==> config.mk <==
export PLATFORM = sky130hd
export DESIGN_NAME = ccsu_unit
export DESIGN_NICKNAME = d
export VERILOG_FILES = /design/src/core/ccsu_pkg.sv /design/src/core/ccsu_unit.sv
export VERILOG_INCLUDE_DIRS = /design/src /design/src/core
export SDC_FILE = /design/constraint.sdc
export NUM_CORES = 1
export LEC_CHECK = 0
export BUFFER_PORTS_ARGS = -buffer_cell sky130_fd_sc_hd__buf_4
export CORE_AREA = 2 2 112 158
export DETAILED_ROUTE_END_ITERATION = 16
export DIE_AREA = 0 0 114 160
export PLACE_DENSITY = 0.87
export SETUP_SLACK_MARGIN = 0.3
export SLEW_MARGIN = 5
export SYNTH_ARGS = -nofsm -noshare
export SYNTH_HDL_FRONTEND = slang
export SYNTH_SLANG_ARGS = --single-unit
==> constraint.sdc <==
create_clock -name clk_i -period 8.15 [get_ports clk_i]
set_input_delay 1.2225 -clock clk_i [delete_from_list [all_inputs] [get_ports clk_i]]
set_output_delay 1.2225 -clock clk_i [all_outputs]
set_load 0.02 [all_outputs]
==> src/core/ccsu_consts.svh <==
// Constants for the common command and status unit
`ifndef CCSU_CONSTS_SVH
`define CCSU_CONSTS_SVH
`define CCSU_BIT_OPC      3'd7
`define CCSU_BIT_QYE      3'd5
`define CCSU_BIT_DDE      3'd4
`define CCSU_BIT_EXE      3'd3
`define CCSU_BIT_CME      3'd2
`define CCSU_BIT_PON      3'd0
`define CCSU_EVT_MASK     8'hBD
`define CCSU_ESE_RST      8'h00
`define CCSU_SRE_RST      8'h00
`define CCSU_ESR_RST      8'h01
`define CCSU_STB_ESB      3'd5
`define CCSU_ASCII_PLUS   8'h2B
`define CCSU_ASCII_ONE    8'h31
`define CCSU_ASCII_ZERO   8'h30
`define CCSU_MARGIN_DIV   10
`endif

==> src/core/ccsu_pkg.sv <==
// Types for the common command and status unit
package ccsu_pkg;
	typedef enum logic [3:0] {
		CCSU_CMD_NONE = 4'h0,
		CCSU_CMD_CLS  = 4'h1,
		CCSU_CMD_ESE  = 4'h2,
		CCSU_CMD_ESEQ = 4'h3,
		CCSU_CMD_ESRQ = 4'h4,
		CCSU_CMD_IDNQ = 4'h5,
		CCSU_CMD_OPC  = 4'h6,
		CCSU_CMD_OPCQ = 4'h7,
		CCSU_CMD_OPTQ = 4'h8,
		CCSU_CMD_RST  = 4'h9,
		CCSU_CMD_SRE  = 4'hA,
		CCSU_CMD_SREQ = 4'hB,
		CCSU_CMD_TRG  = 4'hC,
		CCSU_CMD_TSTQ = 4'hD,
		CCSU_CMD_WAI  = 4'hE,
		CCSU_CMD_ABOR = 4'hF
	} ccsu_cmd_t;
	typedef enum logic [1:0] {
		CCSU_ST_IDLE = 2'b00,
		CCSU_ST_OPCQ = 2'b01,
		CCSU_ST_WAI  = 2'b10
	} ccsu_state_t;
	typedef enum logic [1:0] {
		CCSU_OPT_NONE   = 2'b00,
		CCSU_OPT_RS_USB = 2'b01,
		CCSU_OPT_ANALOG = 2'b10,
		CCSU_OPT_GPIB   = 2'b11
	} ccsu_opt_t;
endpackage : ccsu_pkg

==> src/core/ccsu_unit.sv <==
// Common command interpreter with standard event status and trigger handling
`timescale 1ns/1ps
`include "ccsu_consts.svh"
// Function
// - Clear status zeroes events, keeps enables
// - Eight bit enable register, documented bit map
// - Command error sets bit 2
// - Execution error sets bit 3
// - Device error sets bit 4
// - Query error sets bit 5
// - Reset sets power-on bit 0
// - Enable query returns then clears register
// - Event query returns then clears events
// - Identification answers with the rsp_idn_o flag and a zero data byte
// - OPC bit set after pending operations finish
// - OPC query answers ASCII 1 when idle
// - Option query reports one interface code
// - Reset zeroes voltage and current settings, keeps power setting, limits rated plus a tenth
// - Service enable written, kept in storage
// - Service enable query returns then clears
// - Armed trigger command creates trigger event
// - Trigger loads triggered levels, clears waiting
// - Continuous mode rearms, waiting set again
// - Self test answers 0 pass, 1 fail
// - Wait holds commands until operations done
// - Abort disarms unless continuous mode
module ccsu_unit import ccsu_pkg::*; #(
	parameter int LW = 16
) (
	// Clock and reset
	input  wire logic          clk_i,
	input  wire logic          nrst_i,
	// Parsed command
	input  wire logic          cmd_valid_i,
	input  wire ccsu_cmd_t     cmd_code_i,
	input  wire logic [7:0]    cmd_data_i,
	output logic               cmd_ready_o,
	// Error reports from parser and subsystems
	input  wire logic          err_cmd_i,
	input  wire logic          err_exe_i,
	input  wire logic          err_dev_i,
	input  wire logic          err_qry_i,
	// Overlapped operations and self test
	input  wire logic          ops_pending_i,
	input  wire logic          selftest_fail_i,
	input  wire ccsu_opt_t     option_i,
	// Transient subsystem
	input  wire logic          init_tran_i,
	input  wire logic          cont_tran_i,
	input  wire logic          trig_tran_i,
	input  wire logic [LW-1:0] rated_volt_i,
	input  wire logic [LW-1:0] rated_curr_i,
	input  wire logic [LW-1:0] trig_volt_i,
	input  wire logic [LW-1:0] trig_curr_i,
	input  wire logic [LW-1:0] trig_pow_i,
	// Non-volatile store of the service enable
	input  wire logic [7:0]    nv_sre_i,
	input  wire logic          nv_sre_load_i,
	output logic               nv_sre_wr_o,
	output logic [7:0]         nv_sre_data_o,
	// Responses
	output logic               rsp_valid_o,
	output logic [7:0]         rsp_data_o,
	output logic               rsp_idn_o,
	// Status
	output logic [7:0]         esr_o,
	output logic [7:0]         ese_o,
	output logic [7:0]         stb_o,
	output logic               status_clr_o,
	output logic               waiting_for_trigger_o,
	// Output programming
	output logic [LW-1:0]      volt_set_o,
	output logic [LW-1:0]      curr_set_o,
	output logic [LW-1:0]      pow_set_o,
	output logic [LW-1:0]      overvoltage_limit_o,
	output logic [LW-1:0]      overcurrent_limit_o
);
	// Level words narrower than the margin arithmetic or wider than the host are refused
	if (LW < 4 || LW > 32) begin : g_lw_bad
		$error("ccsu_unit: LW out of range");
	end

	logic        rst_s1_r, rst_n_r;
	ccsu_state_t state_r;
	logic        opc_arm_r;
	logic        take;
	logic [7:0]  evt_set;

	function automatic logic [LW-1:0] plus_margin(input logic [LW-1:0] v);
		plus_margin = v + LW'(v / LW'(`CCSU_MARGIN_DIV));
	endfunction : plus_margin

	always_ff @(posedge clk_i or negedge nrst_i) begin
		if (!nrst_i) begin
			rst_s1_r <= 1'b0;
			rst_n_r  <= 1'b0;
		end else begin
			rst_s1_r <= 1'b1;
			rst_n_r  <= rst_s1_r;
		end
	end

	assign take = cmd_valid_i && cmd_ready_o;

	// Command sequencer; a held wait or an OPC query stalls further commands
	always_ff @(posedge clk_i or negedge rst_n_r) begin
		if (!rst_n_r) begin
			state_r     <= CCSU_ST_IDLE;
			cmd_ready_o <= 1'b0;
		end else begin
			case (state_r)
				CCSU_ST_IDLE: begin
					cmd_ready_o <= 1'b1;
					if (take && cmd_code_i == CCSU_CMD_WAI && ops_pending_i) begin
						state_r     <= CCSU_ST_WAI;
						cmd_ready_o <= 1'b0;
					end else if (take && cmd_code_i == CCSU_CMD_OPCQ) begin
						state_r     <= CCSU_ST_OPCQ;
						cmd_ready_o <= 1'b0;
					end
				end
				CCSU_ST_OPCQ, CCSU_ST_WAI: begin
					if (!ops_pending_i) begin
						state_r     <= CCSU_ST_IDLE;
						cmd_ready_o <= 1'b1;
					end
				end
				default: begin
					state_r     <= CCSU_ST_IDLE;
					cmd_ready_o <= 1'b0;
				end
			endcase
		end
	end

	// Response channel
	always_ff @(posedge clk_i or negedge rst_n_r) begin
		if (!rst_n_r) begin
			rsp_valid_o <= 1'b0;
			rsp_data_o  <= 8'h00;
			rsp_idn_o   <= 1'b0;
		end else begin
			rsp_valid_o <= 1'b0;
			rsp_idn_o   <= 1'b0;
			if (state_r == CCSU_ST_OPCQ && !ops_pending_i) begin
				rsp_valid_o <= 1'b1;
				rsp_data_o  <= `CCSU_ASCII_ONE;
			end else if (take) begin
				rsp_valid_o <= 1'b1;
				case (cmd_code_i)
					CCSU_CMD_ESEQ: rsp_data_o <= ese_o;
					CCSU_CMD_ESRQ: rsp_data_o <= esr_o;
					CCSU_CMD_SREQ: rsp_data_o <= nv_sre_data_o;
					CCSU_CMD_OPTQ: rsp_data_o <= {6'h00, option_i};
					CCSU_CMD_TSTQ: rsp_data_o <= selftest_fail_i ? `CCSU_ASCII_ONE
						: `CCSU_ASCII_ZERO;
					CCSU_CMD_IDNQ: begin
						rsp_data_o <= 8'h00;
						rsp_idn_o  <= 1'b1;
					end
					default: rsp_valid_o <= 1'b0;
				endcase
			end
		end
	end

	// Operation complete armed by the command, fired once idle
	always_ff @(posedge clk_i or negedge rst_n_r) begin
		if (!rst_n_r) begin
			opc_arm_r <= 1'b0;
		end else if (take && cmd_code_i == CCSU_CMD_OPC) begin
			opc_arm_r <= 1'b1;
		end else if (!ops_pending_i) begin
			opc_arm_r <= 1'b0;
		end
	end

	// Event sources gathered for the standard event status register
	always_comb begin
		evt_set                = 8'h00;
		evt_set[`CCSU_BIT_CME] = err_cmd_i;
		evt_set[`CCSU_BIT_EXE] = err_exe_i;
		evt_set[`CCSU_BIT_DDE] = err_dev_i;
		evt_set[`CCSU_BIT_QYE] = err_qry_i;
		evt_set[`CCSU_BIT_OPC] = opc_arm_r && !ops_pending_i;
		evt_set[`CCSU_BIT_PON] = take && cmd_code_i == CCSU_CMD_RST;
	end

	// Standard event status; set wins over clear
	always_ff @(posedge clk_i or negedge rst_n_r) begin
		if (!rst_n_r) begin
			esr_o <= `CCSU_ESR_RST;
		end else if (take && (cmd_code_i == CCSU_CMD_CLS || cmd_code_i == CCSU_CMD_ESRQ)) begin
			esr_o <= evt_set;
		end else begin
			esr_o <= esr_o | evt_set;
		end
	end

	always_ff @(posedge clk_i or negedge rst_n_r) begin
		if (!rst_n_r) begin
			ese_o <= `CCSU_ESE_RST;
		end else if (take && cmd_code_i == CCSU_CMD_ESE) begin
			ese_o <= cmd_data_i & `CCSU_EVT_MASK;
		end else if (take && cmd_code_i == CCSU_CMD_ESEQ) begin
			ese_o <= 8'h00;
		end
	end

	// Service enable mirrored from and written to non-volatile store
	always_ff @(posedge clk_i or negedge rst_n_r) begin
		if (!rst_n_r) begin
			nv_sre_data_o <= `CCSU_SRE_RST;
			nv_sre_wr_o   <= 1'b0;
		end else begin
			nv_sre_wr_o <= 1'b0;
			if (take && cmd_code_i == CCSU_CMD_SRE) begin
				nv_sre_data_o <= cmd_data_i;
				nv_sre_wr_o   <= 1'b1;
			end else if (take && cmd_code_i == CCSU_CMD_SREQ) begin
				nv_sre_data_o <= 8'h00;
			end else if (nv_sre_load_i) begin
				nv_sre_data_o <= nv_sre_i;
			end
		end
	end

	always_ff @(posedge clk_i or negedge rst_n_r) begin
		if (!rst_n_r) begin
			stb_o        <= 8'h00;
			status_clr_o <= 1'b0;
		end else begin
			stb_o        <= 8'h00;
			stb_o[`CCSU_STB_ESB] <= |(esr_o & ese_o);
			status_clr_o <= take && cmd_code_i == CCSU_CMD_CLS;
		end
	end

	// Trigger system and output levels
	always_ff @(posedge clk_i or negedge rst_n_r) begin
		if (!rst_n_r) begin
			waiting_for_trigger_o <= 1'b0;
			volt_set_o            <= '0;
			curr_set_o            <= '0;
			pow_set_o             <= '0;
			overvoltage_limit_o   <= '0;
			overcurrent_limit_o   <= '0;
		end else if (take && cmd_code_i == CCSU_CMD_RST) begin
			waiting_for_trigger_o <= 1'b0;
			volt_set_o            <= '0;
			curr_set_o            <= '0;
			overvoltage_limit_o   <= plus_margin(rated_volt_i);
			overcurrent_limit_o   <= plus_margin(rated_curr_i);
		end else if (waiting_for_trigger_o &&
			((take && cmd_code_i == CCSU_CMD_TRG) || trig_tran_i)) begin
			volt_set_o            <= trig_volt_i;
			curr_set_o            <= trig_curr_i;
			pow_set_o             <= trig_pow_i;
			waiting_for_trigger_o <= cont_tran_i;
		end else if (take && cmd_code_i == CCSU_CMD_ABOR && !cont_tran_i) begin
			waiting_for_trigger_o <= 1'b0;
		end else if (init_tran_i || cont_tran_i) begin
			waiting_for_trigger_o <= 1'b1;
		end
	end

	AST_UNARMED_TRG: assert property (@(posedge clk_i) disable iff (!rst_n_r)
		(!waiting_for_trigger_o && take && cmd_code_i == CCSU_CMD_TRG && !init_tran_i
		&& !cont_tran_i) |=> $stable(volt_set_o) && !waiting_for_trigger_o)
		else $error("unarmed trigger changed state");
	AST_CLS_KEEPS_ESE: assert property (@(posedge clk_i) disable iff (!rst_n_r)
		(take && cmd_code_i == CCSU_CMD_CLS && !err_cmd_i && !err_exe_i && !err_dev_i
		&& !err_qry_i) |=> $stable(ese_o) && (esr_o & 8'h7E) == 8'h00)
		else $error("clear status wrong");
	AST_ESEQ_CLEARS: assert property (@(posedge clk_i) disable iff (!rst_n_r)
		(take && cmd_code_i == CCSU_CMD_ESEQ) |=> rsp_valid_o && rsp_data_o == $past(ese_o)
		&& ese_o == 8'h00)
		else $error("enable query wrong");
	AST_CME_SET: assert property (@(posedge clk_i) disable iff (!rst_n_r)
		err_cmd_i |=> esr_o[2])
		else $error("command error not latched");
	AST_PON_RST: assert property (@(posedge clk_i) disable iff (!rst_n_r)
		(take && cmd_code_i == CCSU_CMD_RST) |=> esr_o[0] && volt_set_o == '0)
		else $error("reset effects missing");
	AST_WAI_HOLD: assert property (@(posedge clk_i) disable iff (!rst_n_r)
		(state_r == CCSU_ST_WAI && ops_pending_i) |=> !cmd_ready_o)
		else $error("commands taken during wait");
	AST_OPCQ_ANS: assert property (@(posedge clk_i) disable iff (!rst_n_r)
		(state_r == CCSU_ST_OPCQ && !ops_pending_i) |=> rsp_valid_o && rsp_data_o == 8'h31)
		else $error("opc query answer wrong");
	AST_TRG_LOAD: assert property (@(posedge clk_i) disable iff (!rst_n_r)
		(waiting_for_trigger_o && trig_tran_i && !(take && cmd_code_i == CCSU_CMD_RST))
		|=> volt_set_o == $past(trig_volt_i) && waiting_for_trigger_o == $past(cont_tran_i))
		else $error("trigger did not load levels");
	AST_ESB: assert property (@(posedge clk_i) disable iff (!rst_n_r)
		##1 stb_o[`CCSU_STB_ESB] == |($past(esr_o) & $past(ese_o)))
		else $error("summary bit wrong");
	AST_SREQ_CLEARS: assert property (@(posedge clk_i) disable iff (!rst_n_r)
		(take && cmd_code_i == CCSU_CMD_SREQ) |=> rsp_valid_o
		&& rsp_data_o == $past(nv_sre_data_o) && nv_sre_data_o == 8'h00)
		else $error("service enable query wrong");
	AST_CLS_PULSE: assert property (@(posedge clk_i) disable iff (!rst_n_r)
		(take && cmd_code_i == CCSU_CMD_CLS) |=> status_clr_o)
		else $error("clear status pulse missing");
	AST_ABOR_DISARM: assert property (@(posedge clk_i) disable iff (!rst_n_r)
		(take && cmd_code_i == CCSU_CMD_ABOR && !cont_tran_i && !trig_tran_i)
		|=> !waiting_for_trigger_o)
		else $error("abort left trigger armed");
endmodule : ccsu_unit

== Word-level counts from Yosys, hierarchy flattened ==
Cells that the tools add are included.
Word-level totals
  bits in registers: 124
  output and inout bits: 126
Cells by class
  add/subtract/negate cells: 2
  divide/modulo/power cells: 2
  eq/ne operators: 20
  muxes and demuxes: 35
  bitwise operators: 3
  reductions and logical operators: 36
Operators with widths (number)
  16-bit two-way mux: 4
  8-bit two-way mux: 8
  8-bit case mux with 6 select lines: 1
  16-bit adder: 2
  16-bit by 4-bit divider with 16-bit output (second input constant): 2
  4-bit == test (second input constant): 8
  1-bit logical AND: 18
  1-bit two-way mux: 17
  4-bit by 3-bit == test with 1-bit output (second input constant): 4
  8-bit bitwise AND: 1
  4-bit by 2-bit == test with 1-bit output (second input constant): 2
  8-bit OR: 1
  8-bit OR reduction: 1
  7-bit nonzero test: 1
  2-bit two-way mux: 3
  2-bit AND reduction: 3
  2-bit nonzero test: 3
  6-bit OR reduction: 1
  4-bit by 1-bit == test with 1-bit output (second input constant): 1
  2-bit case mux with 2 select lines: 1
  4-bit nonzero test: 1
  1-bit logical OR: 3
  3-bit inequality test (second input constant): 1
  3-bit nonzero test: 1
  other kinds (9): 10

== Depth between registers and ports, before layout ==
  depth after elaboration: 6
  gate-level depth with buffers: 45
  mapped depth without buffers: 40

== Least setup slack after synthesis ==
No wires, ideal clock.
  kind: input port to flip-flop
  from: input rated_volt_i[15]
  to: register overvoltage_limit_o[14]
  setup time: 83 ps
  data arrival time: 8151 ps
  path slack: -84 ps
  stages on the path: 39
  path buffers: 2
  path through: buf_2 > inv_2 > or3_1 > o211a_2 > a2111oi_0 > o21ai_0 > o2111ai_1 > o211ai_2 > nor4bb_4 > or4_4 > and2_4 > buf_6 > a2111o_1 > and3_4 > and4_4 > a2111oi_2 > o22ai_2 > mux2_4 > [... 3 more ...] > fa_1 > inv_1 > a21oi_1 > o21ai_0 > and2_1 > o21ai_0 > nand2_1 > and2_1 > o21ai_0 > nand2b_1 > a21oi_1 > o21bai_1 > a21o_1 > a21o_1 > a21oi_1 > nor2b_1 > xnor2_1 > o21ai_0
Between the ends
  cells in the longest elaborated chain, start to end: 2
RTL lines
  from (decl): line ccsu_unit.sv:51  | input wire logic [LW-1:0] rated_volt_i,
  16-bit by 4-bit divider with 16-bit output: line ccsu_unit.sv:90  | plus_margin = v + LW'(v / LW'(`CCSU_MARGIN_DIV));
  16-bit adder: line ccsu_unit.sv:90
  to (signal assigned): line ccsu_unit.sv:252  | overvoltage_limit_o <= plus_margin(rated_volt_i);
  to (decl): line ccsu_unit.sv:75  | output logic [LW-1:0] overvoltage_limit_o,
No other way between the ends.
A chain may end at the register's enable or synchronous reset.

== Final worst setup path ==
  from: input rated_curr_i[15]
  to: register overcurrent_limit_o[14]
Between the ends
  cells in the longest elaborated chain, start to end: 2
RTL lines
  from (decl): line ccsu_unit.sv:52  | input wire logic [LW-1:0] rated_curr_i,
  16-bit by 4-bit divider with 16-bit output: line ccsu_unit.sv:90
  16-bit adder: line ccsu_unit.sv:90
  to (signal assigned): line ccsu_unit.sv:253  | overcurrent_limit_o <= plus_margin(rated_curr_i);
  to (decl): line ccsu_unit.sv:76  | output logic [LW-1:0] overcurrent_limit_o
No other way between the ends.

==> results.json <==
{
  "swShare_pct": 42.1,
  "p_switching_mw": 1.55,
  "clock-sinks": 120,
  "pin_count": 241,
  "fmax_mhz": 122,
  "antenna_found_initial": 1,
  "path_class": "in2reg",
  "dp.cells": 1740,
  "min_from": "rst_s1_r",
  "netlist_area_um2": 9760,
  "rsz0062_at_grt": "yes",
  "worstReg2RegStart": "cmd_ready_o",
  "dr.pass1.iters": 6,
  "seqPwrFrac_pct": 24.3,
  "cts.path.max_buffers": 2,
  "grt_pass1_vias": 11300,
  "grt_use_total_pct": 37.5,
  "rows": 57,
  "synth_enable_flop_cells": 0,
  "finalCritPeriodShare_pct": 100,
  "vias_per_cell": 6.51,
  "final_nets": 1747,
  "failed_checks": "setup timing",
  "hold_viol_final": 0,
  "io_buffers": 229,
  "clk_latency_ns": 0.44,
  "dp_hpwl_um": 24800,
  "grt_pass1_wl_um": 55400,
  "final_common_cell": "buf_4",
  "utilization_pct": 85.3,
  "ctsHoldBuffers": 0,
  "maxSlewViolCount": 0,
  "power_frac_clock_pct": 21.2,
  "synth-seq-area-share_pct": 30.8,
  "p_int_mw": 2.14,
  "core-area_um2": 17000,
  "leakagePower_nw": 6.68,
  "worst_slack_ns": -0.0135,
  "crit_top_cell": "buf_4",
  "syn_inst": 1217,
  "ant_nets": 0,
  "area.growth.synth_to_final_pct": 48.3,
  "routedWlPerCell_um": 21.0,
  "die-width_um": 114,
  "powerDensity_nw_per_um2": 255,
  "layout-drive-gt1-share_pct": 41.9,
  "route.vias.total": 11855,
  "critPathArrivalTime_ns": 8.51,
  "max_cap_viol_count": 0,
  "layout_common_cells": "buf_4 (432), nand2_1 (174), dfrtp_1 (118)",
  "peakVddDrop_mv": 0.157,
  "slowest_stage": "a222oi_1",
  "design.die.area_um2": 18200,
  "setup_viol": 1,
  "start_kind": "input port",
  "crit_path_end_kind": "flop",
  "crit_fanout": 10,
  "grt-ovfl-total": 0,
  "cpPeakStageDelay_ns": 0.36,
  "wl_um": 38200,
  "route.detailed.drc": 0,
  "cts_tree": "yes",
  "cts_inserted_buffers": 17,
  "initial_core_util_pct": 57.5,
  "required_ns": 8.50,
  "grt_max_degree": 63,
  "timing.critical_path.from": "rated_curr_i[15]",
  "ys_async_sr_fraction_pct": 100,
  "htreeDepth": 4,
  "stdcell_count": 1821,
  "holdCritPathClass": "reg2reg",
  "final.fill_count": 947,
  "period_minus_slack_ns": 8.16,
  "post_synth.cell_area_avg_um2": 8.02,
  "hold_ws_ns": 0.361,
  "gp_congestion": 0.933,
  "cts.reportedPaths.clkPinSlew_ns": 0.07,
  "comb_power_share_pct": 54.5,
  "synth-main-ff-cell": "dfrtp_1",
  "die_y_um": 160,
  "synth_cell_types": 106,
  "ys_seq_elements": 120,
  "skew_ns": 0.0103,
  "outcome": "finished, violations left",
  "synth-warning-count": 0,
  "relSlewSlack_pct": 27.5,
  "worst_slew_pin_slew_ns": 1.09,
  "root_buffer": "clkbuf_16",
  "dr.first_iter.drc_count": 1344
}
## metrics by stage
| stage | setup TNS (ns) | total power, mW | setup WS [ns] | instance area [um^2] |
|---|---|---|---|---|
| final | -0.0135 | 3.69 | -0.0135 | 14500 |
| after global routing | -0.845 | 3.86 | -0.331 | 14500 |
| after CTS | 0 | 3.44 | 0.303 | 13600 |
| after detailed placement | -1.46 | 2.61 | -0.288 | 12800 |
| after global placement | -0.412 | 2.55 | -0.124 | 12800 |
| after floorplan | 0 | 1.87 | 0.200 | 10000 |
## path summary, 6_finish.rpt
check / endpoint / slack [ns] / cells past startpoint
worst max-delay path: overcurrent_limit_o[14] / -0.01 / 42
max in group asynchronous: overcurrent_limit_o[0] / 6.44 / 1
worst max register to register: pow_set_o[0] / 5.22 / 4
worst min-delay path: rst_n_r / 0.36 / 0
worst min register to register: rst_n_r / 0.36 / 0
min in group asynchronous: cmd_ready_o / 0.42 / 0
## cell type report
| class | count | area (um^2) | area share [%] |
|---|---|---|---|
| antenna | 1 | 2.50 | 0.0173 |
| inverter | 59 | 230 | 1.59 |
| clock inverter | 15 | 178 | 1.23 |
| tap | 206 | 258 | 1.78 |
| sequential | 120 | 3010 | 20.8 |
| clock buffer | 17 | 425 | 2.94 |
| multi-input combinational | 956 | 6930 | 47.9 |
| timing repair buffer | 447 | 3440 | 23.8 |
## sequential cells by signal (all words and copies together), names as in the netlist
signal,flops
status_clr_o,1
rsp_valid_o,1
curr_set_o,16
pow_set_o,16
opc_arm_r,1
overvoltage_limit_o,16
nv_sre_data_o,8
rsp_data_o,8
waiting_for_trigger_o,1
nv_sre_wr_o,1
rst_n_r,1
overcurrent_limit_o,16
esr_o,6
rsp_idn_o,1
stb_o,1
state_r,2
rst_s1_r,1
ese_o,6
volt_set_o,16
cmd_ready_o,1
## per-layer routing
metal | routed length, um | part of all wire [%] | GRT usage, % | up-vias
met5 | 0 | 0 | 0 | -
met4 | 2670 | 7.0 | 21.3 | 0
met3 | 3360 | 8.8 | 11.2 | 241
met2 | 19200 | 50 | 65.5 | 790
met1 | 12900 | 34 | 39.5 | 5601
li1 | - | - | - | 5223
## power groups by stage
stage | registers, mW | logic [mW] | clock network (mW)
detailed placement | 0.893 | 1.71 | 0
CTS | 0.886 | 1.77 | 0.784
floorplan | 1.07 | 0.799 | 0
global route | 0.909 | 2.14 | 0.808
finish | 0.895 | 2.01 | 0.784
global placement | 0.883 | 1.67 | 0
## critical path, delay by kind of cell
kind / cells / cell delay (ns)
mux: 1 / 0.24
xor+xnor: 1 / 0.12
fa+ha+maj: 2 / 0.56
simple gates: 8 / 1.43
buf+inv: 10 / 1.48
compound gates: 20 / 3.42
## synth_stat cells, types with 13 or more instances
library cell  instances  share of area (%)
a21o_1               17                1.3
a211oi_1             18                1.4
nor2_1               54                2.1
nand2b_1             18                1.2
nor3_1               28                1.4
inv_1                52                2.0
and2_1               14               0.90
o21bai_1             13                1.0
o211ai_1             15                1.2
nand2_1             180                6.9
mux2i_1              15                1.5
o21ai_0              99                5.1
mux2_2               17                2.0
nand3_1              34                1.7
buf_4                17                1.3
a21oi_1             103                5.3
xnor2_1              29                2.6
ha_1                 29                3.7
dfrtp_1             119                 31
clkbuf_1             53                2.0
## kinds of logic after synthesis
kind of cell | synth area share [%]
other | 0.0770
adders and majority gates | 4.33
and+or+nand+nor | 21.8
buffers and inverters | 6.92
AOI/OAI and AO/OA | 29.4
xor gates and xnor gates | 3.05
muxes | 3.65
DFF | 30.8
## what timing repair did
item                                    CTS  global route
buffers inserted                          6            41
pin swaps                                18            92
cloned                                    0             1
endpoints found under the setup margin    8            13
resized for setup                        19           148
No activity file was read; power rests on OpenSTA's default activity.
